## src/logic/timer_params.svh

```systemverilog
// register offsets, field positions and reset values of the timer channel core
`ifndef TIMER_PARAMS_SVH
`define TIMER_PARAMS_SVH

// ------------------------------------------------------------
// byte register offsets on the register port
// ------------------------------------------------------------
`define OFS_COUNT_LO 5'h00
`define OFS_COUNT_HI 5'h01
`define OFS_CMP_A_LO 5'h02
`define OFS_CMP_A_HI 5'h03
`define OFS_CMP_B_LO 5'h04
`define OFS_CMP_B_HI 5'h05
`define OFS_BUF_A_LO 5'h06
`define OFS_BUF_A_HI 5'h07
`define OFS_BUF_B_LO 5'h08
`define OFS_BUF_B_HI 5'h09
`define OFS_OUT_CTRL_A 5'h0A
`define OFS_OUT_CTRL_B 5'h0B
`define OFS_PHASE_SEL 5'h0C
`define OFS_MODE 5'h0D
`define OFS_MATCH_CTRL 5'h0E
`define OFS_CLEAR_SEL 5'h0F
`define OFS_STATUS 5'h10

// ------------------------------------------------------------
// word port selects (16-bit access only)
// ------------------------------------------------------------
`define WSEL_CMP_A 2'h0
`define WSEL_CMP_B 2'h1
`define WSEL_BUF_A 2'h2
`define WSEL_BUF_B 2'h3

// ------------------------------------------------------------
// field positions
// ------------------------------------------------------------
`define MODE_RUN 0
`define MODE_MATCH_A_EN 1
`define MODE_MATCH_B_EN 2
`define MODE_CASCADE 3
`define CTRL_AUTO_CLEAR_EN 0
`define CTRL_AUTO_CLEAR_SRC 1
`define CTRL_EVENT_A_EN 2
`define CTRL_EVENT_B_EN 3
`define CLRSEL_TRIGGER 4
`define OUT_INIT_LSB 0
`define OUT_MATCH_LSB 2
`define OUT_CLEAR_LSB 4
`define PHASE_SEL_A 0
`define PHASE_SEL_B 1
`define STAT_MATCH_A 0
`define STAT_MATCH_B 1
`define STAT_OVERFLOW 2

// ------------------------------------------------------------
// reset values and limits
// ------------------------------------------------------------
`define COUNT_RESET 16'h0000
`define COUNT_MAX 16'hFFFF
`define BYTE_RESET 8'h00

`endif

```

## src/logic/timer_pkg.sv

```systemverilog
// types shared by the timer channel core and its output level stage
package timer_pkg;

    // 2-bit output action encoding
    typedef enum logic [1:0] {
        ACT_HOLD = 2'b00,
        ACT_LOW = 2'b01,
        ACT_HIGH = 2'b10,
        ACT_TOGGLE = 2'b11
    } out_action_t;

    typedef struct packed {
        logic level;
    } pin_state_t;

    typedef struct packed {
        logic [15:0] count;
        logic [15:0] cmp_a;
        logic [15:0] cmp_b;
        logic [15:0] buf_a;
        logic [15:0] buf_b;
        logic [7:0] wr_latch;
        logic [7:0] rd_latch;
        logic [3:0] mode;
        logic [3:0] match_ctrl;
        logic [4:0] clear_sel;
        logic [3:0] out_ctrl_a;
        logic [3:0] out_ctrl_b;
        logic [1:0] phase_sel;
        logic [2:0] status;
        logic [7:0] rdata;
        logic [15:0] word_rdata;
        logic event_a;
        logic event_b;
        logic carry_out;
        logic phase_a;
        logic phase_b;
    } core_state_t;

endpackage

```

## src/logic/output_level.sv

```systemverilog
// one compare-driven output pin level with fixed event priority
`timescale 1ns/1ps
`default_nettype none

module output_level
    import timer_pkg::*;
(
    input wire logic ref_clk,
    input wire logic rst_b,
    input wire logic init_wr,
    input wire logic [1:0] init_act,
    input wire logic clear_hit,
    input wire logic [1:0] clear_act,
    input wire logic match_hit,
    input wire logic [1:0] match_act,
    output logic pin_level
);

    pin_state_t state_q;
    pin_state_t state_d;

    // apply one action code to the present level
    function automatic logic apply_action(input logic [1:0] act, input logic cur);
        unique case (out_action_t'(act))
            ACT_HOLD: apply_action = cur;
            ACT_LOW: apply_action = 1'b0;
            ACT_HIGH: apply_action = 1'b1;
            ACT_TOGGLE: apply_action = ~cur;
        endcase
    endfunction

    // ------------------------------------------------------------
    // level priority
    // ------------------------------------------------------------
    // init write other than toggle beats clear/overflow, which beats the match action
    always_comb begin
        state_d = state_q;
        if (init_wr && (init_act != ACT_TOGGLE)) begin
            state_d.level = apply_action(init_act, state_q.level);
        end else if (clear_hit) begin
            state_d.level = apply_action(clear_act, state_q.level);
        end else if (match_hit) begin
            state_d.level = apply_action(match_act, state_q.level);
        end
    end

    // state register
    always_ff @(posedge ref_clk or negedge rst_b) begin
        if (!rst_b) begin
            state_q <= '0;
        end else begin
            state_q <= state_d;
        end
    end

    assign pin_level = state_q.level;

endmodule

`default_nettype wire

```

## src/logic/timer_counter_compare_core.sv

```systemverilog
// 16-bit timer channel: counter, compare A/B, output pins, clear sources, cascade
`timescale 1ns/1ps
`default_nettype none
`include "timer_params.svh"

module timer_counter_compare_core
    import timer_pkg::*;
#(
    parameter int CHANNEL = 0
)
(
    input wire logic ref_clk,
    input wire logic rst_b,
    input wire logic [4:0] reg_addr,
    input wire logic [7:0] reg_wdata,
    input wire logic reg_wr,
    input wire logic reg_rd,
    output logic [7:0] reg_rdata,
    input wire logic [1:0] word_sel,
    input wire logic [15:0] word_wdata,
    input wire logic word_wr,
    input wire logic word_rd,
    output logic [15:0] word_rdata,
    input wire logic count_step,
    input wire logic count_down,
    input wire logic [3:0] pwm_clear_event,
    input wire logic trigger_input,
    input wire logic cascade_carry_in,
    input wire logic pin_a_in,
    input wire logic pin_b_in,
    input wire logic [5:0] comparator_out,
    output logic io_pin_a,
    output logic io_pin_b,
    output logic event_a,
    output logic event_b,
    output logic cascade_carry_out,
    output logic phase_a_src,
    output logic phase_b_src
);

    core_state_t st_q;
    core_state_t st_d;

    // ------------------------------------------------------------
    // helpers
    // ------------------------------------------------------------
    // byte write strobe for one register offset
    function automatic logic wr_at(input logic [4:0] ofs);
        wr_at = reg_wr && (reg_addr == ofs);
    endfunction

    // word write strobe for one compare/buffer word
    function automatic logic word_wr_at(input logic [1:0] sel);
        word_wr_at = word_wr && (word_sel == sel);
    endfunction

    // comparator feeding input A (b=0) or B (b=1); channel 1 has none
    function automatic logic [2:0] comp_index(input int ch, input logic b);
        unique case (ch)
            0: comp_index = b ? 3'h5 : 3'h4;
            2: comp_index = b ? 3'h1 : 3'h0;
            3: comp_index = b ? 3'h3 : 3'h2;
            default: comp_index = 3'h0;
        endcase
    endfunction

    localparam logic HAS_COMP = (CHANNEL != 1);
    localparam logic [2:0] COMP_A = comp_index(CHANNEL, 1'b0);
    localparam logic [2:0] COMP_B = comp_index(CHANNEL, 1'b1);

    logic step;
    logic hit_a;
    logic hit_b;
    logic auto_clr;
    logic ext_clr;
    logic any_clr;
    logic wrap;
    logic cnt_wr;
    logic [2:0] stat_clr;
    logic [2:0] stat_set;

    // ------------------------------------------------------------
    // event decode
    // ------------------------------------------------------------
    // upper half of a cascade steps on the lower half's carry only
    always_comb begin
        step = st_q.mode[`MODE_RUN] && (st_q.mode[`MODE_CASCADE] ? cascade_carry_in
                                                                 : count_step);
        // equality judged against the counter before this update
        hit_a = step && st_q.mode[`MODE_MATCH_A_EN] && (st_q.count == st_q.cmp_a);
        hit_b = step && st_q.mode[`MODE_MATCH_B_EN] && (st_q.count == st_q.cmp_b);
        auto_clr = st_q.match_ctrl[`CTRL_AUTO_CLEAR_EN]
                   && (st_q.match_ctrl[`CTRL_AUTO_CLEAR_SRC] ? hit_b : hit_a);
        // external clears act on any fast clock cycle, not just step cycles
        ext_clr = (|(pwm_clear_event & st_q.clear_sel[3:0]))
                  || (st_q.clear_sel[`CLRSEL_TRIGGER] && trigger_input);
        any_clr = auto_clr || ext_clr;
        wrap = step && !any_clr && !count_down && (st_q.count == `COUNT_MAX);
        cnt_wr = wr_at(`OFS_COUNT_HI);
        stat_set = '0;
        stat_set[`STAT_MATCH_A] = hit_a;
        stat_set[`STAT_MATCH_B] = hit_b;
        stat_set[`STAT_OVERFLOW] = wrap;
        stat_clr = wr_at(`OFS_STATUS) ? reg_wdata[2:0] : 3'h0;
    end

    // ------------------------------------------------------------
    // next state
    // ------------------------------------------------------------
    always_comb begin
        st_d = st_q;
        st_d.event_a = hit_a && st_q.match_ctrl[`CTRL_EVENT_A_EN];
        st_d.event_b = hit_b && st_q.match_ctrl[`CTRL_EVENT_B_EN];
        st_d.carry_out = wrap;

        // counter: software write, then clear, then step
        if (cnt_wr) begin
            st_d.count = {reg_wdata, st_q.wr_latch};
        end else if (any_clr) begin
            st_d.count = `COUNT_RESET;
        end else if (step) begin
            st_d.count = count_down ? st_q.count - 16'h0001 : st_q.count + 16'h0001;
        end

        // a low byte write of any word goes to the shared write latch
        if (wr_at(`OFS_COUNT_LO) || wr_at(`OFS_CMP_A_LO) || wr_at(`OFS_CMP_B_LO)
            || wr_at(`OFS_BUF_A_LO) || wr_at(`OFS_BUF_B_LO)) begin
            st_d.wr_latch = reg_wdata;
        end
        // compare writes land after this cycle's match used the old value
        if (wr_at(`OFS_CMP_A_HI)) begin
            st_d.cmp_a = {reg_wdata, st_q.wr_latch};
        end else if (word_wr_at(`WSEL_CMP_A)) begin
            st_d.cmp_a = word_wdata;
        end
        if (wr_at(`OFS_CMP_B_HI)) begin
            st_d.cmp_b = {reg_wdata, st_q.wr_latch};
        end else if (word_wr_at(`WSEL_CMP_B)) begin
            st_d.cmp_b = word_wdata;
        end
        if (wr_at(`OFS_BUF_A_HI)) begin
            st_d.buf_a = {reg_wdata, st_q.wr_latch};
        end else if (word_wr_at(`WSEL_BUF_A)) begin
            st_d.buf_a = word_wdata;
        end
        if (wr_at(`OFS_BUF_B_HI)) begin
            st_d.buf_b = {reg_wdata, st_q.wr_latch};
        end else if (word_wr_at(`WSEL_BUF_B)) begin
            st_d.buf_b = word_wdata;
        end

        // control registers; init level bits are not stored
        if (wr_at(`OFS_MODE)) begin
            st_d.mode = reg_wdata[3:0];
        end
        if (wr_at(`OFS_MATCH_CTRL)) begin
            st_d.match_ctrl = reg_wdata[3:0];
        end
        if (wr_at(`OFS_CLEAR_SEL)) begin
            st_d.clear_sel = reg_wdata[4:0];
        end
        if (wr_at(`OFS_OUT_CTRL_A)) begin
            st_d.out_ctrl_a = reg_wdata[5:2];
        end
        if (wr_at(`OFS_OUT_CTRL_B)) begin
            st_d.out_ctrl_b = reg_wdata[5:2];
        end
        if (wr_at(`OFS_PHASE_SEL)) begin
            st_d.phase_sel = reg_wdata[1:0];
        end

        // sticky flags: a set in the clearing cycle survives
        st_d.status = (st_q.status & ~stat_clr) | stat_set;

        // byte reads; low byte reads freeze the high byte
        if (reg_rd) begin
            unique case (reg_addr)
                `OFS_COUNT_LO: begin
                    st_d.rdata = st_q.count[7:0];
                    st_d.rd_latch = st_q.count[15:8];
                end
                `OFS_CMP_A_LO: begin
                    st_d.rdata = st_q.cmp_a[7:0];
                    st_d.rd_latch = st_q.cmp_a[15:8];
                end
                `OFS_CMP_B_LO: begin
                    st_d.rdata = st_q.cmp_b[7:0];
                    st_d.rd_latch = st_q.cmp_b[15:8];
                end
                `OFS_BUF_A_LO: begin
                    st_d.rdata = st_q.buf_a[7:0];
                    st_d.rd_latch = st_q.buf_a[15:8];
                end
                `OFS_BUF_B_LO: begin
                    st_d.rdata = st_q.buf_b[7:0];
                    st_d.rd_latch = st_q.buf_b[15:8];
                end
                `OFS_COUNT_HI, `OFS_CMP_A_HI, `OFS_CMP_B_HI,
                `OFS_BUF_A_HI, `OFS_BUF_B_HI: st_d.rdata = st_q.rd_latch;
                `OFS_OUT_CTRL_A: st_d.rdata = {2'b00, st_q.out_ctrl_a, 2'b00};
                `OFS_OUT_CTRL_B: st_d.rdata = {2'b00, st_q.out_ctrl_b, 2'b00};
                `OFS_PHASE_SEL: st_d.rdata = {6'h00, st_q.phase_sel};
                `OFS_MODE: st_d.rdata = {4'h0, st_q.mode};
                `OFS_MATCH_CTRL: st_d.rdata = {4'h0, st_q.match_ctrl};
                `OFS_CLEAR_SEL: st_d.rdata = {3'h0, st_q.clear_sel};
                `OFS_STATUS: st_d.rdata = {5'h00, st_q.status};
                default: st_d.rdata = `BYTE_RESET;
            endcase
        end

        // word reads return the live value, no latch
        if (word_rd) begin
            unique case (word_sel)
                `WSEL_CMP_A: st_d.word_rdata = st_q.cmp_a;
                `WSEL_CMP_B: st_d.word_rdata = st_q.cmp_b;
                `WSEL_BUF_A: st_d.word_rdata = st_q.buf_a;
                `WSEL_BUF_B: st_d.word_rdata = st_q.buf_b;
            endcase
        end

        // phase inputs; channel 1 has no comparator and keeps its pins
        st_d.phase_a = (HAS_COMP && st_q.phase_sel[`PHASE_SEL_A])
                       ? comparator_out[COMP_A] : pin_a_in;
        st_d.phase_b = (HAS_COMP && st_q.phase_sel[`PHASE_SEL_B])
                       ? comparator_out[COMP_B] : pin_b_in;
    end

    // state register
    always_ff @(posedge ref_clk or negedge rst_b) begin
        if (!rst_b) begin
            st_q <= '0; // count starts at zero
        end else begin
            st_q <= st_d;
        end
    end

    // ------------------------------------------------------------
    // output pins
    // ------------------------------------------------------------
    // clear action also fires on overflow wrap; a clear that loses to a counter write still counts as clear
    output_level pin_a_level (
        .ref_clk(ref_clk),
        .rst_b(rst_b),
        .init_wr(wr_at(`OFS_OUT_CTRL_A)),
        .init_act(reg_wdata[`OUT_INIT_LSB +: 2]),
        .clear_hit(any_clr || wrap),
        .clear_act(st_q.out_ctrl_a[3:2]),
        .match_hit(hit_a),
        .match_act(st_q.out_ctrl_a[1:0]),
        .pin_level(io_pin_a)
    );

    output_level pin_b_level (
        .ref_clk(ref_clk),
        .rst_b(rst_b),
        .init_wr(wr_at(`OFS_OUT_CTRL_B)),
        .init_act(reg_wdata[`OUT_INIT_LSB +: 2]),
        .clear_hit(any_clr || wrap),
        .clear_act(st_q.out_ctrl_b[3:2]),
        .match_hit(hit_b),
        .match_act(st_q.out_ctrl_b[1:0]),
        .pin_level(io_pin_b)
    );

    assign reg_rdata = st_q.rdata;
    assign word_rdata = st_q.word_rdata;
    assign event_a = st_q.event_a;
    assign event_b = st_q.event_b;
    assign cascade_carry_out = st_q.carry_out;
    assign phase_a_src = st_q.phase_a;
    assign phase_b_src = st_q.phase_b;

endmodule

`default_nettype wire

```

## config.mk

```make
export PLATFORM = sky130hd
export DESIGN_NAME = timer_counter_compare_core
export DESIGN_NICKNAME = d
export VERILOG_FILES = /design/src/logic/timer_pkg.sv /design/src/logic/output_level.sv /design/src/logic/timer_counter_compare_core.sv
export VERILOG_INCLUDE_DIRS = /design/src /design/src/logic
export SDC_FILE = /design/constraint.sdc
export NUM_CORES = 1
export LEC_CHECK = 0
export BUFFER_PORTS_ARGS = -buffer_cell sky130_fd_sc_hd__buf_2
export CAP_MARGIN = 20
export CORE_ASPECT_RATIO = 1.25
export CORE_MARGIN = 5
export CORE_UTILIZATION = 50
export CTS_CLUSTER_DIAMETER = 80
export CTS_CLUSTER_SIZE = 40
export DETAILED_ROUTE_END_ITERATION = 10
export HOLD_SLACK_MARGIN = 0.05
export PLACE_DENSITY_LB_ADDON = 0.08
export SLEW_MARGIN = 5
export SYNTH_ARGS = -nofsm -noshare
export SYNTH_HDL_FRONTEND = slang
export SYNTH_HIERARCHICAL = 1
export SYNTH_SLANG_ARGS = --single-unit
export TNS_END_PERCENT = 5
```

## constraint.sdc

```tcl
create_clock -name ref_clk -period 3.4 [get_ports ref_clk]
set_clock_uncertainty 0.1 [all_clocks]
set_input_delay 0.68 -clock ref_clk [delete_from_list [all_inputs] [get_ports ref_clk]]
set_output_delay 0.68 -clock ref_clk [all_outputs]
set_load 0.01 [all_outputs]
```

==> results of run 1 <==
==> cell type report <==
type | instances | area, µm² | area share
Clock inverter | 11 | 101 | 0.0101
Clock buffer | 19 | 443 | 0.0440
Inverter | 26 | 97.6 | 0.00969
Multi-Input combinational cell | 647 | 4730 | 0.470
Sequential cell | 153 | 3830 | 0.380
Tap cell | 228 | 285 | 0.0283
Timing Repair Buffer | 102 | 587 | 0.0582
==> cell families (layout without fill, tap and decap cells) <==
logic type      after synthesis  after routing  synth area share
compound gates              196            196             0.141
fa+ha+maj                    15             15            0.0216
flops                       153            153             0.424
buf+inv                     101            158            0.0539
simple gates                239            239             0.115
xor+xnor                     43             43            0.0417
mux                         154            154             0.203
==> layer usage <==
metal / vias up / GRT usage / wire, µm
met1: 3637 / 0.366 / 11500
li1: 3319 / - / -
met5: - / 0 / 0
met2: 334 / 0.430 / 13300
met4: 0 / 0.153 / 1560
met3: 89 / 0.0635 / 2190
==> power groups by stage <==
stage	registers [W]	clock network, W	logic [W]
floorplan	0.00249	0	0.00116
finish	0.00265	0.00179	0.00152
global placement	0.00265	0	0.00148
CTS	0.00264	0.00182	0.00153
global route	0.00270	0.00189	0.00167
detailed placement	0.00267	0	0.00152
==> placed cells by master, fill, tap and decap left out, drive strengths merged, types with 11 or more instances in the layout <==
cell type,netlist,final
a21oi,38,38
a221oi,12,12
buf,39,102
clkbuf,36,19
dfrtp,153,153
ha,14,14
inv,26,27
mux2,52,52
mux2i,84,84
mux4,18,18
nand2,116,116
nand3,17,17
nand4,11,11
nor2,53,53
nor3,13,13
o21ai,85,85
xnor2,36,36
==> final timing paths <==
check | endpoint | start | depth (start not counted) | slack (ns)
max | st_q[149]$_DFFE_PN0P_ | st_q[136]$_DFFE_PN0P_ | 9 | 0.46
min | word_rdata[2]$_DFFE_PN0P_ | rst_b | 1 | 0.19
max reg2reg | st_q[149]$_DFFE_PN0P_ | st_q[136]$_DFFE_PN0P_ | 9 | 0.46
min reg2reg | st_q[30]$_DFF_PN0_ | st_q[30]$_DFF_PN0_ | 2 | 0.38
max in group asynchronous | st_q[68]$_DFFE_PN0P_ | rst_b | 2 | 2.19
min in group ref_clk | st_q[30]$_DFF_PN0_ | st_q[30]$_DFF_PN0_ | 2 | 0.38
==> through the flow <==
step	utilization	area (µm²)	instances	hold WS [ns]	power [W]
2_1_floorplan	-	9040	901	0.284	0.00365
3_5_place_dp	0.531	9530	1156	0.369	0.00419
3_3_place_gp	0.531	9530	1156	0.363	0.00414
6_report	0.561	10100	1186	0.185	0.00596
5_1_grt	0.561	10100	1186	0.244	0.00625
4_1_cts	0.561	10100	1186	0.202	0.00599
==> sequential cells by signal, indices dropped and copies added (netlist names) <==
| signal | cells |
|---|---|
| st_q | 122 |
| word_rdata | 16 |
| reg_rdata | 8 |
| cascade_carry_out | 1 |
| event_a | 1 |
| event_b | 1 |
| phase_a_src | 1 |
| phase_b_src | 1 |
| pin_a_level/pin_level | 1 |
| pin_b_level/pin_level | 1 |
==> worst max-delay path, cell delays in order, from the launching register on <==
cell and delay [ns]:
sky130_fd_sc_hd__dfrtp_1 0.52, sky130_fd_sc_hd__fa_1 0.46, sky130_fd_sc_hd__a21oi_1 0.21, sky130_fd_sc_hd__o21ai_1 0.11, sky130_fd_sc_hd__a2111o_1 0.40, sky130_fd_sc_hd__a32oi_2 0.24, sky130_fd_sc_hd__o221ai_2 0.14, sky130_fd_sc_hd__mux2_4 0.31
sky130_fd_sc_hd__a311oi_2 0.25, sky130_fd_sc_hd__o21ai_1 0.08
==> impl_metrics.prom, run 1 <==
# TYPE chip_impl_metric gauge
chip_impl_metric{name="asyncSetResetFlopFracSynth",unit=""} 1.00
chip_impl_metric{name="crit_fanout",unit=""} 7
chip_impl_metric{name="power_frac_seq",unit=""} 0.445
chip_impl_info{name="status",value="completed"} 1
chip_impl_metric{name="grt_pass1_wl",unit="mm"} 43.9
chip_impl_metric{name="drive_gt1_frac",unit=""} 0.225
chip_impl_metric{name="initial_antenna_violation_count",unit=""} 0
chip_impl_metric{name="tightestPinTransition",unit="ns"} 0.889
chip_impl_metric{name="fill_cells",unit=""} 1625
chip_impl_info{name="synth_top_cell_by_area",value="sky130_fd_sc_hd__dfrtp_1"} 1
chip_impl_metric{name="drt-total-wl",unit="mm"} 28.5
chip_impl_metric{name="grt.overflow.total",unit=""} 0
chip_impl_metric{name="cts.sinks",unit=""} 153
chip_impl_metric{name="synth.cell_area",unit="µm²"} 9040
chip_impl_metric{name="post-dp-hpwl",unit="mm"} 20.4
chip_impl_metric{name="timing.final.hold_violations",unit=""} 0
chip_impl_info{name="synth_common_cells",value="sky130_fd_sc_hd__dfrtp_1, sky130_fd_sc_hd__nand2_1, sky130_fd_sc_hd__mux2i_1"} 1
chip_impl_metric{name="die_width",unit="µm"} 130
chip_impl_metric{name="io_buffer_count",unit=""} 79
chip_impl_metric{name="postSynthRegisterBits",unit=""} 153
chip_impl_metric{name="synth_top_area_share",unit=""} 0.424
chip_impl_info{name="setup_cp_type",value="reg -> reg"} 1
chip_impl_metric{name="post-place-ws",unit="ns"} 0.0643
chip_impl_metric{name="synthesized_nets",unit=""} 969
chip_impl_metric{name="report.final.setup_viol",unit=""} 0
chip_impl_metric{name="power_per_cell_area",unit="nW/µm²"} 592
chip_impl_info{name="cts_tree",value="built"} 1
chip_impl_info{name="synth.area.top_cells",value="sky130_fd_sc_hd__dfrtp_1, sky130_fd_sc_hd__mux2i_1, sky130_fd_sc_hd__mux2_2"} 1
chip_impl_metric{name="synth.lib_cells_used.distinct",unit=""} 60
chip_impl_metric{name="cts-root-to-sink-buffers",unit=""} 2
chip_impl_metric{name="detailed_route_wire_length_per_cell",unit="µm"} 24.0
chip_impl_info{name="synthFlopType",value="sky130_fd_sc_hd__dfrtp_1"} 1
chip_impl_metric{name="post_synth.cell_area_avg",unit="µm²"} 10.0
chip_impl_metric{name="finalMaxSlewViolations",unit=""} 0
chip_impl_info{name="synth_most_common_cell",value="sky130_fd_sc_hd__dfrtp_1"} 1
chip_impl_metric{name="final_min_period_over_clock_period",unit=""} 0.866
chip_impl_metric{name="via_per_inst",unit=""} 6.22
chip_impl_info{name="crit_path_start_kind",value="flip-flop"} 1
chip_impl_info{name="rsz0062_at_grt",value="false"} 1
chip_impl_metric{name="cts.htree.levels",unit=""} 4
chip_impl_info{name="worst_setup_path_end_kind",value="flip-flop"} 1
chip_impl_metric{name="max_cap_violations",unit=""} 0
chip_impl_metric{name="setup_slack",unit="ns"} 0.457
chip_impl_metric{name="antenna_cells",unit=""} 0
chip_impl_metric{name="timing.slew.headroom",unit=""} 0.401
chip_impl_metric{name="worstPathRequired",unit="ns"} 3.62
chip_impl_metric{name="die_y",unit="µm"} 160
chip_impl_metric{name="grt_util_all_layers",unit=""} 0.281
chip_impl_metric{name="core-area",unit="µm²"} 18000
chip_impl_metric{name="final.min_clock_period",unit="ns"} 2.94
chip_impl_metric{name="clk-insertion-delay-late",unit="ns"} 0.44
chip_impl_metric{name="synth.yosys.seq_area_share",unit=""} 0.424
chip_impl_metric{name="clk_network_pwr_share",unit=""} 0.300
chip_impl_metric{name="cts_repair_resize_count",unit=""} 0
chip_impl_metric{name="fin_setup_tns",unit="ns"} 0
chip_impl_metric{name="cts_buf_count",unit=""} 17
chip_impl_metric{name="achievable-frequency",unit="MHz"} 340
chip_impl_metric{name="power.static_leakage",unit="nW"} 4.56
chip_impl_metric{name="rows",unit=""} 55
chip_impl_metric{name="power.switching_fraction",unit=""} 0.337
chip_impl_metric{name="power.switching",unit="W"} 0.00201
chip_impl_metric{name="die_area",unit="µm²"} 20900
chip_impl_metric{name="cts.reportedPaths.clkPinSlew",unit="ns"} 0.06
chip_impl_metric{name="start_util",unit=""} 0.503
chip_impl_metric{name="post_cts_buffers",unit=""} 0
chip_impl_metric{name="synth.yosys.warnings",unit=""} 6
chip_impl_info{name="clock_tree.root_cell",value="sky130_fd_sc_hd__clkbuf_16"} 1
chip_impl_metric{name="first_global_vias",unit=""} 7417
chip_impl_metric{name="num_vias",unit=""} 7379
chip_impl_metric{name="drt_iter0_markers",unit=""} 670
chip_impl_metric{name="area_growth",unit="%"} 11.5
chip_impl_metric{name="io_pins",unit=""} 84
chip_impl_metric{name="timing.critical_path.arrival",unit="ns"} 3.16
chip_impl_metric{name="firstDrtPassIters",unit=""} 5
chip_impl_info{name="hold_class",value="in -> async"} 1
chip_impl_metric{name="intPower",unit="W"} 0.00396
chip_impl_metric{name="grt_max_degree",unit=""} 79
chip_impl_metric{name="route.antenna.remaining_nets",unit=""} 0
chip_impl_metric{name="routabilityCongestion",unit=""} 0.960
chip_impl_metric{name="ir_drop",unit="mV"} 0.369
chip_impl_metric{name="hold_buffers",unit=""} 0
chip_impl_metric{name="synth_edf_count",unit=""} 0
chip_impl_metric{name="detail_route.drc_violations",unit=""} 0
chip_impl_metric{name="num-nets-final",unit=""} 1015
chip_impl_metric{name="postSynthCellCount",unit=""} 901
chip_impl_metric{name="power_frac_comb",unit=""} 0.255
Power figures use the tool's default switching activity.
==> run 2, diff against run 1 <==
--- a/config.mk
+++ b/config.mk
@@ -7,7 +7,7 @@
 export NUM_CORES = 1
 export LEC_CHECK = 0
 export BUFFER_PORTS_ARGS = -buffer_cell sky130_fd_sc_hd__buf_2
-export CAP_MARGIN = 20
+export CAP_MARGIN = 5
 export CORE_ASPECT_RATIO = 1.25
 export CORE_MARGIN = 5
 export CORE_UTILIZATION = 50
==> constraint.sdc (replaced) <==
create_clock -name ref_clk -period 2.7 [get_ports ref_clk]
set_clock_uncertainty 0.1 [all_clocks]
set_input_delay 0.54 -clock ref_clk [delete_from_list [all_inputs] [get_ports ref_clk]]
set_output_delay 0.54 -clock ref_clk [all_outputs]
set_load 0.01 [all_outputs]
==> impl_metrics.prom, run 2 (same netlist as run 1, synthesis figures left out) <==
# TYPE chip_impl_metric gauge
chip_impl_metric{name="crit_fanout",unit=""} 2
chip_impl_metric{name="start_util",unit=""} 0.503
chip_impl_metric{name="cts.sinks",unit=""} 153
chip_impl_metric{name="timing.final.hold_violations",unit=""} 0
chip_impl_metric{name="power_frac_seq",unit=""} 0.420
chip_impl_metric{name="route.antenna.remaining_nets",unit=""} 0
chip_impl_metric{name="cts-root-to-sink-buffers",unit=""} 2
chip_impl_metric{name="finalMaxSlewViolations",unit=""} 0
chip_impl_metric{name="power_frac_comb",unit=""} 0.280
chip_impl_info{name="cts_tree",value="built"} 1
chip_impl_metric{name="die_area",unit="µm²"} 20900
chip_impl_info{name="status",value="completed"} 1
chip_impl_metric{name="post-place-ws",unit="ns"} -0.389
chip_impl_metric{name="ir_drop",unit="mV"} 0.456
chip_impl_metric{name="worstPathRequired",unit="ns"} 2.91
chip_impl_metric{name="num-nets-final",unit=""} 1056
chip_impl_metric{name="worst_hold_path.num_cells",unit=""} 2
chip_impl_metric{name="cts.reportedPaths.clkPinSlew",unit="ns"} 0.06
chip_impl_metric{name="drt_iter0_markers",unit=""} 716
chip_impl_metric{name="antenna_cells",unit=""} 0
chip_impl_metric{name="tightestPinTransition",unit="ns"} 1.07
chip_impl_metric{name="io_pins",unit=""} 84
chip_impl_metric{name="firstDrtPassIters",unit=""} 6
chip_impl_info{name="clock_tree.root_cell",value="sky130_fd_sc_hd__clkbuf_16"} 1
chip_impl_metric{name="grt_pass1_wl",unit="mm"} 45.1
chip_impl_metric{name="detail_route.drc_violations",unit=""} 0
chip_impl_metric{name="cts.htree.levels",unit=""} 4
chip_impl_metric{name="power.switching",unit="W"} 0.00261
chip_impl_info{name="mostFrequentLayoutCell",value="sky130_fd_sc_hd__dfrtp_1"} 1
chip_impl_metric{name="initial_antenna_violation_count",unit=""} 0
chip_impl_metric{name="grt_max_degree",unit=""} 65
chip_impl_metric{name="number_of_flip_flops_in_the_largest_register",unit=""} 122
chip_impl_metric{name="achievable-frequency",unit="MHz"} 377
chip_impl_metric{name="fin_setup_tns",unit="ns"} 0
chip_impl_metric{name="drive_gt1_frac",unit=""} 0.265
chip_impl_metric{name="setup_slack",unit="ns"} 0.0499
chip_impl_metric{name="worst-r2r-cell-count",unit=""} 9
chip_impl_metric{name="first_global_vias",unit=""} 7578
chip_impl_metric{name="num_vias",unit=""} 7519
chip_impl_metric{name="rows",unit=""} 55
chip_impl_metric{name="cts_buf_count",unit=""} 17
chip_impl_metric{name="layout.core_utilization",unit=""} 0.586
chip_impl_metric{name="detailed_route_wire_length_per_cell",unit="µm"} 23.7
chip_impl_metric{name="power_per_cell_area",unit="nW/µm²"} 746
chip_impl_metric{name="routabilityCongestion",unit=""} 0.951
chip_impl_metric{name="post_cts_buffers",unit=""} 0
chip_impl_metric{name="core-area",unit="µm²"} 18000
chip_impl_metric{name="die_width",unit="µm"} 130
chip_impl_metric{name="clk_network_pwr_share",unit=""} 0.300
chip_impl_metric{name="power.static_leakage",unit="nW"} 4.79
chip_impl_metric{name="area_growth",unit="%"} 16.4
chip_impl_metric{name="final_min_period_over_clock_period",unit=""} 0.982
chip_impl_metric{name="post-dp-hpwl",unit="mm"} 21.4
chip_impl_metric{name="grt.overflow.total",unit=""} 0
chip_impl_info{name="setup_cp_type",value="reg -> reg"} 1
chip_impl_metric{name="clk-insertion-delay-late",unit="ns"} 0.42
chip_impl_metric{name="grt_util_all_layers",unit=""} 0.284
chip_impl_metric{name="intPower",unit="W"} 0.00524
chip_impl_metric{name="report.final.setup_viol",unit=""} 0
chip_impl_metric{name="drt-total-wl",unit="mm"} 29.1
chip_impl_metric{name="final.min_clock_period",unit="ns"} 2.65
chip_impl_metric{name="fill_cells",unit=""} 1585
chip_impl_metric{name="totalPowerFinal",unit="W"} 0.00784
chip_impl_metric{name="timing.slew.headroom",unit=""} 0.279
chip_impl_info{name="crit_path_start_kind",value="flip-flop"} 1
chip_impl_info{name="rsz0062_at_grt",value="true"} 1
chip_impl_metric{name="die_y",unit="µm"} 160
chip_impl_metric{name="power.switching_fraction",unit=""} 0.333
chip_impl_info{name="most_flops_register",value="st_q"} 1
chip_impl_metric{name="io_buffer_count",unit=""} 79
chip_impl_info{name="layout.cells.most_common_list",value="sky130_fd_sc_hd__dfrtp_1, sky130_fd_sc_hd__nand2_1, sky130_fd_sc_hd__mux2i_1"} 1
chip_impl_metric{name="via_per_inst",unit=""} 6.13
chip_impl_info{name="worst_setup_path_end_kind",value="flip-flop"} 1
chip_impl_metric{name="timing.critical_path.arrival",unit="ns"} 2.86
chip_impl_metric{name="max_cap_violations",unit=""} 0
chip_impl_info{name="hold_class",value="in -> reg"} 1
run 2: cell count changes in the layout (fill, tap and decap cells not counted), sizes merged:
cell         before  now
buf             102  142
clkinv            8    2
clkinvlp          1    4
bufinv            1    2
clkbuf           19   20
dlygate4sd3       0    1
inv              27   28
run 2: power by group through the flow:
stage	clock network [W]	logic, W	registers [W]
5_1_grt	0.00246	0.00239	0.00335
6_report	0.00235	0.00220	0.00329
4_1_cts	0.00237	0.00217	0.00328
3_3_place_gp	0	0.00209	0.00329
3_5_place_dp	0	0.00215	0.00331
2_1_floorplan	0	0.00147	0.00314
run 2: layout make-up:
class | instances | area, µm² | share of cell area
Timing Repair Buffer | 143 | 922 | 0.0877
Tap cell | 228 | 285 | 0.0271
Sequential cell | 153 | 3830 | 0.364
Multi-Input combinational cell | 647 | 4820 | 0.458
Inverter | 26 | 97.6 | 0.00928
Clock inverter | 10 | 121 | 0.0115
Clock buffer | 20 | 447 | 0.0425
run 2: layer usage:
| metal | part of all wire | vias up | GRT usage |
|---|---|---|---|
| met5 | 0 | - | 0 |
| met3 | 0.058 | 64 | 0.0452 |
| met2 | 0.49 | 282 | 0.467 |
| li1 | - | 3402 | - |
| met4 | 0.041 | 0 | 0.112 |
| met1 | 0.41 | 3771 | 0.374 |
run 2: worst paths after layout:
path	endpoint	slack (ns)	start
worst min register to register	st_q[29]$_DFF_PN0_	0.39	st_q[29]$_DFF_PN0_
worst min-delay path	phase_b_src$_DFF_PN0_	0.25	pin_b_in
worst max-delay path	st_q[149]$_DFFE_PN0P_	0.05	st_q[135]$_DFFE_PN0P_
min in group asynchronous	word_rdata[4]$_DFFE_PN0P_	0.59	rst_b
worst max register to register	st_q[149]$_DFFE_PN0P_	0.05	st_q[135]$_DFFE_PN0P_
max in group asynchronous	st_q[91]$_DFFE_PN0P_	1.20	rst_b
run 2: worst max-delay path: stages (launching register included):
cell                       delay [ns]
sky130_fd_sc_hd__dfrtp_1         0.41
sky130_fd_sc_hd__fa_2            0.39
sky130_fd_sc_hd__a21oi_2         0.17
sky130_fd_sc_hd__o21ai_2         0.08
sky130_fd_sc_hd__a2111o_1        0.40
sky130_fd_sc_hd__a32oi_2         0.24
sky130_fd_sc_hd__o221ai_2        0.14
sky130_fd_sc_hd__mux2_4          0.31
sky130_fd_sc_hd__a311oi_2        0.23
sky130_fd_sc_hd__o21ai_1         0.08
run 2: per-stage QoR:
stage               area [µm²]  hold WS (ns)  cells
finish                   10500         0.247   1227
global route             10500         0.249   1227
CTS                      10500         0.243   1227
detailed placement        9880         0.369   1196
global placement          9880         0.364   1196
floorplan                 9050         0.144    901
run 2: what timing repair did:
action / in CTS / in global routing
hold buffers: 1 / 0
setup endpoints to repair: 12 / 7
hold endpoints to repair: 27 / 0
pin swaps: 1 / 2
resized for setup: 2 / 7
==> run 3, diff against run 2 <==
==> constraint.sdc (replaced) <==
create_clock -name ref_clk -period 2.7 [get_ports ref_clk]
set_clock_uncertainty 0.1 [all_clocks]
set_input_delay 0.27 -clock ref_clk [delete_from_list [all_inputs] [get_ports ref_clk]]
set_output_delay 0.27 -clock ref_clk [all_outputs]
set_load 0.01 [all_outputs]
==> impl_metrics.prom, run 3 (same netlist as run 1, synthesis figures left out) <==
# TYPE chip_impl_metric gauge
chip_impl_metric{name="cts-root-to-sink-buffers",unit=""} 2
chip_impl_metric{name="worst_hold_path.num_cells",unit=""} 3
chip_impl_metric{name="layout.core_utilization",unit=""} 0.585
chip_impl_metric{name="drt_iter0_markers",unit=""} 741
chip_impl_metric{name="final_min_period_over_clock_period",unit=""} 0.986
chip_impl_metric{name="post-place-ws",unit="ns"} -0.115
chip_impl_metric{name="grt_pass1_wl",unit="mm"} 45.6
chip_impl_info{name="mostFrequentLayoutCell",value="sky130_fd_sc_hd__dfrtp_1"} 1
chip_impl_metric{name="max_cap_violations",unit=""} 0
chip_impl_metric{name="rows",unit=""} 55
chip_impl_metric{name="power_per_cell_area",unit="nW/µm²"} 751
chip_impl_metric{name="die_y",unit="µm"} 160
chip_impl_metric{name="route.antenna.remaining_nets",unit=""} 0
chip_impl_metric{name="start_util",unit=""} 0.503
chip_impl_metric{name="achievable-frequency",unit="MHz"} 376
chip_impl_info{name="worstHoldStart",value="reg_wdata[7]"} 1
chip_impl_info{name="regToRegEndpoint",value="st_q[149]$_DFFE_PN0P_"} 1
chip_impl_metric{name="grt.overflow.total",unit=""} 0
chip_impl_metric{name="io_buffer_count",unit=""} 79
chip_impl_metric{name="r2r_slack",unit="ns"} 0.04
chip_impl_metric{name="postLayoutCellArea",unit="µm²"} 10500
chip_impl_info{name="clock_tree.root_cell",value="sky130_fd_sc_hd__clkbuf_16"} 1
chip_impl_metric{name="grt_util_all_layers",unit=""} 0.292
chip_impl_metric{name="timing.critical_path.arrival",unit="ns"} 2.87
chip_impl_metric{name="cts_buf_count",unit=""} 17
chip_impl_metric{name="via_per_inst",unit=""} 6.16
chip_impl_metric{name="grt_max_degree",unit=""} 66
chip_impl_metric{name="num-nets-final",unit=""} 1053
chip_impl_metric{name="setup_slack",unit="ns"} 0.0383
chip_impl_metric{name="first_global_vias",unit=""} 7716
chip_impl_metric{name="report.final.setup_viol",unit=""} 0
chip_impl_metric{name="detailed_route_wire_length_per_cell",unit="µm"} 24.3
chip_impl_metric{name="power.static_leakage",unit="nW"} 4.76
chip_impl_info{name="timing.critical_path.slowest_stage_cell",value="sky130_fd_sc_hd__dfrtp_1"} 1
chip_impl_metric{name="clk-insertion-delay-late",unit="ns"} 0.43
chip_impl_metric{name="die_width",unit="µm"} 130
chip_impl_info{name="rsz0062_at_grt",value="true"} 1
chip_impl_metric{name="firstDrtPassIters",unit=""} 6
chip_impl_info{name="worst_hold_path.endpoint",value="st_q[150]$_DFFE_PN0P_"} 1
chip_impl_info{name="status",value="completed"} 1
chip_impl_info{name="crit_path_start_kind",value="flip-flop"} 1
chip_impl_metric{name="worstPathRequired",unit="ns"} 2.91
chip_impl_metric{name="post_dp_cell_area",unit="µm²"} 9760
chip_impl_metric{name="die_area",unit="µm²"} 20900
chip_impl_metric{name="cts.sinks",unit=""} 153
chip_impl_metric{name="post-dp-hpwl",unit="mm"} 21.5
chip_impl_metric{name="crit_path_max_incr_delay",unit="ns"} 0.42
chip_impl_metric{name="finalMaxSlewViolations",unit=""} 0
chip_impl_metric{name="cts.htree.levels",unit=""} 4
chip_impl_metric{name="detail_route.drc_violations",unit=""} 0
chip_impl_metric{name="final.min_clock_period",unit="ns"} 2.66
chip_impl_metric{name="io_pins",unit=""} 84
chip_impl_metric{name="timing.slew.headroom",unit=""} 0.362
chip_impl_info{name="cp_cell_sequence",value="ha_4, buf_4, a21oi_4, o21ai_2, a2111o_1, a32oi_2, o221ai_2, mux2_4, a311oi_2, o21ai_1"} 1
chip_impl_metric{name="drive_gt1_frac",unit=""} 0.260
chip_impl_metric{name="routabilityCongestion",unit=""} 0.973
chip_impl_info{name="hold_class",value="in -> reg"} 1
chip_impl_info{name="layout.cells.most_common_list",value="sky130_fd_sc_hd__dfrtp_1, sky130_fd_sc_hd__nand2_1, sky130_fd_sc_hd__mux2i_1"} 1
chip_impl_metric{name="number_of_flip_flops_in_the_largest_register",unit=""} 122
chip_impl_metric{name="cts.reportedPaths.clkPinSlew",unit="ns"} 0.06
chip_impl_metric{name="initial_antenna_violation_count",unit=""} 1
chip_impl_metric{name="crit_fanout",unit=""} 2
chip_impl_metric{name="ir_drop",unit="mV"} 0.430
chip_impl_metric{name="tightestPinTransition",unit="ns"} 0.946
chip_impl_info{name="worst_r2r_startpoint",value="st_q[137]$_DFFE_PN0P_"} 1
chip_impl_metric{name="core-area",unit="µm²"} 18000
chip_impl_info{name="most_flops_register",value="st_q"} 1
chip_impl_info{name="setup_cp_type",value="reg -> reg"} 1
chip_impl_metric{name="num_vias",unit=""} 7541
chip_impl_metric{name="area_growth",unit="%"} 16.4
chip_impl_info{name="cts_tree",value="built"} 1
chip_impl_metric{name="timing.final.hold_violations",unit=""} 0
chip_impl_metric{name="antenna_cells",unit=""} 0
chip_impl_info{name="worst_setup_path_end_kind",value="flip-flop"} 1
chip_impl_metric{name="worst-r2r-cell-count",unit=""} 10
chip_impl_metric{name="drt-total-wl",unit="mm"} 29.8
==> run 3: worst max path at each step <==
stage	slack, ns	from	endpoint
floorplan	0.03	st_q[136]$_DFFE_PN0P_	st_q[149]$_DFFE_PN0P_
global placement	-0.10	count_down	st_q[149]$_DFFE_PN0P_
detailed placement	-0.12	count_down	st_q[149]$_DFFE_PN0P_
CTS	0.001	st_q[136]$_DFFE_PN0P_	st_q[149]$_DFFE_PN0P_
global route	-0.06	st_q[137]$_DFFE_PN0P_	st_q[149]$_DFFE_PN0P_
finish	0.04	st_q[137]$_DFFE_PN0P_	st_q[149]$_DFFE_PN0P_
==> run 3: area by class of cell <==
| type | instances | area (µm²) |
|---|---|---|
| fillers | 1567 | 7450 |
| multi-input cells | 647 | 4820 |
| flip-flops and latches | 153 | 3830 |
| repair buffers | 140 | 887 |
| clock buffers | 20 | 447 |
| well taps | 228 | 285 |
| clock inverters | 11 | 145 |
| inverters | 26 | 97.6 |
==> run 3: per-layer routing <==
metal	wire, µm	up-vias	global-route usage	part of all wire
met4	1360	2	0.135	0.046
met5	13	-	0	0.00044
li1	-	3390	-	-
met2	14300	344	0.469	0.48
met3	2210	89	0.0625	0.074
met1	11900	3716	0.374	0.40
==> run 3: through the flow <==
stage / hold slack, ns / cells / setup TNS, ns / total power, W
finish: 0.0707 / 1225 / 0 / 0.00790
global route: 0.0893 / 1225 / -0.0845 / 0.00826
CTS: 0.0729 / 1223 / 0 / 0.00786
detailed placement: 0.133 / 1186 / -0.145 / 0.00541
global placement: 0.120 / 1186 / -0.126 / 0.00533
floorplan: -0.126 / 901 / 0 / 0.00460
==> run 3: timing repair <==
item,4_1_cts,5_1_grt
gates resized for setup,3,11
pin swaps,1,7
endpoints found under the hold margin,47,0
buffers inserted,0,2
endpoints found under the setup margin,1,9
hold buffers,6,0
==> run 3: critical path: cells and delay by family (launching register included) <==
kind            cells  cell delay [ns]
compound gates      7             1.32
flops               1             0.42
mux                 1             0.31
fa+ha+maj           1             0.25
buf+inv             1             0.14
==> run 3: where the power goes <==
| group | switching (W) | internal [W] | leakage [nW] | total [W] |
|---|---|---|---|---|
| sequential | 0.000524 | 0.00276 | 1.91 | 0.00329 |
| clock | 0.000954 | 0.00147 | 0.283 | 0.00243 |
| combinational | 0.00112 | 0.00106 | 2.57 | 0.00219 |
| total | 0.00260 | 0.00530 | 4.76 | 0.00790 |
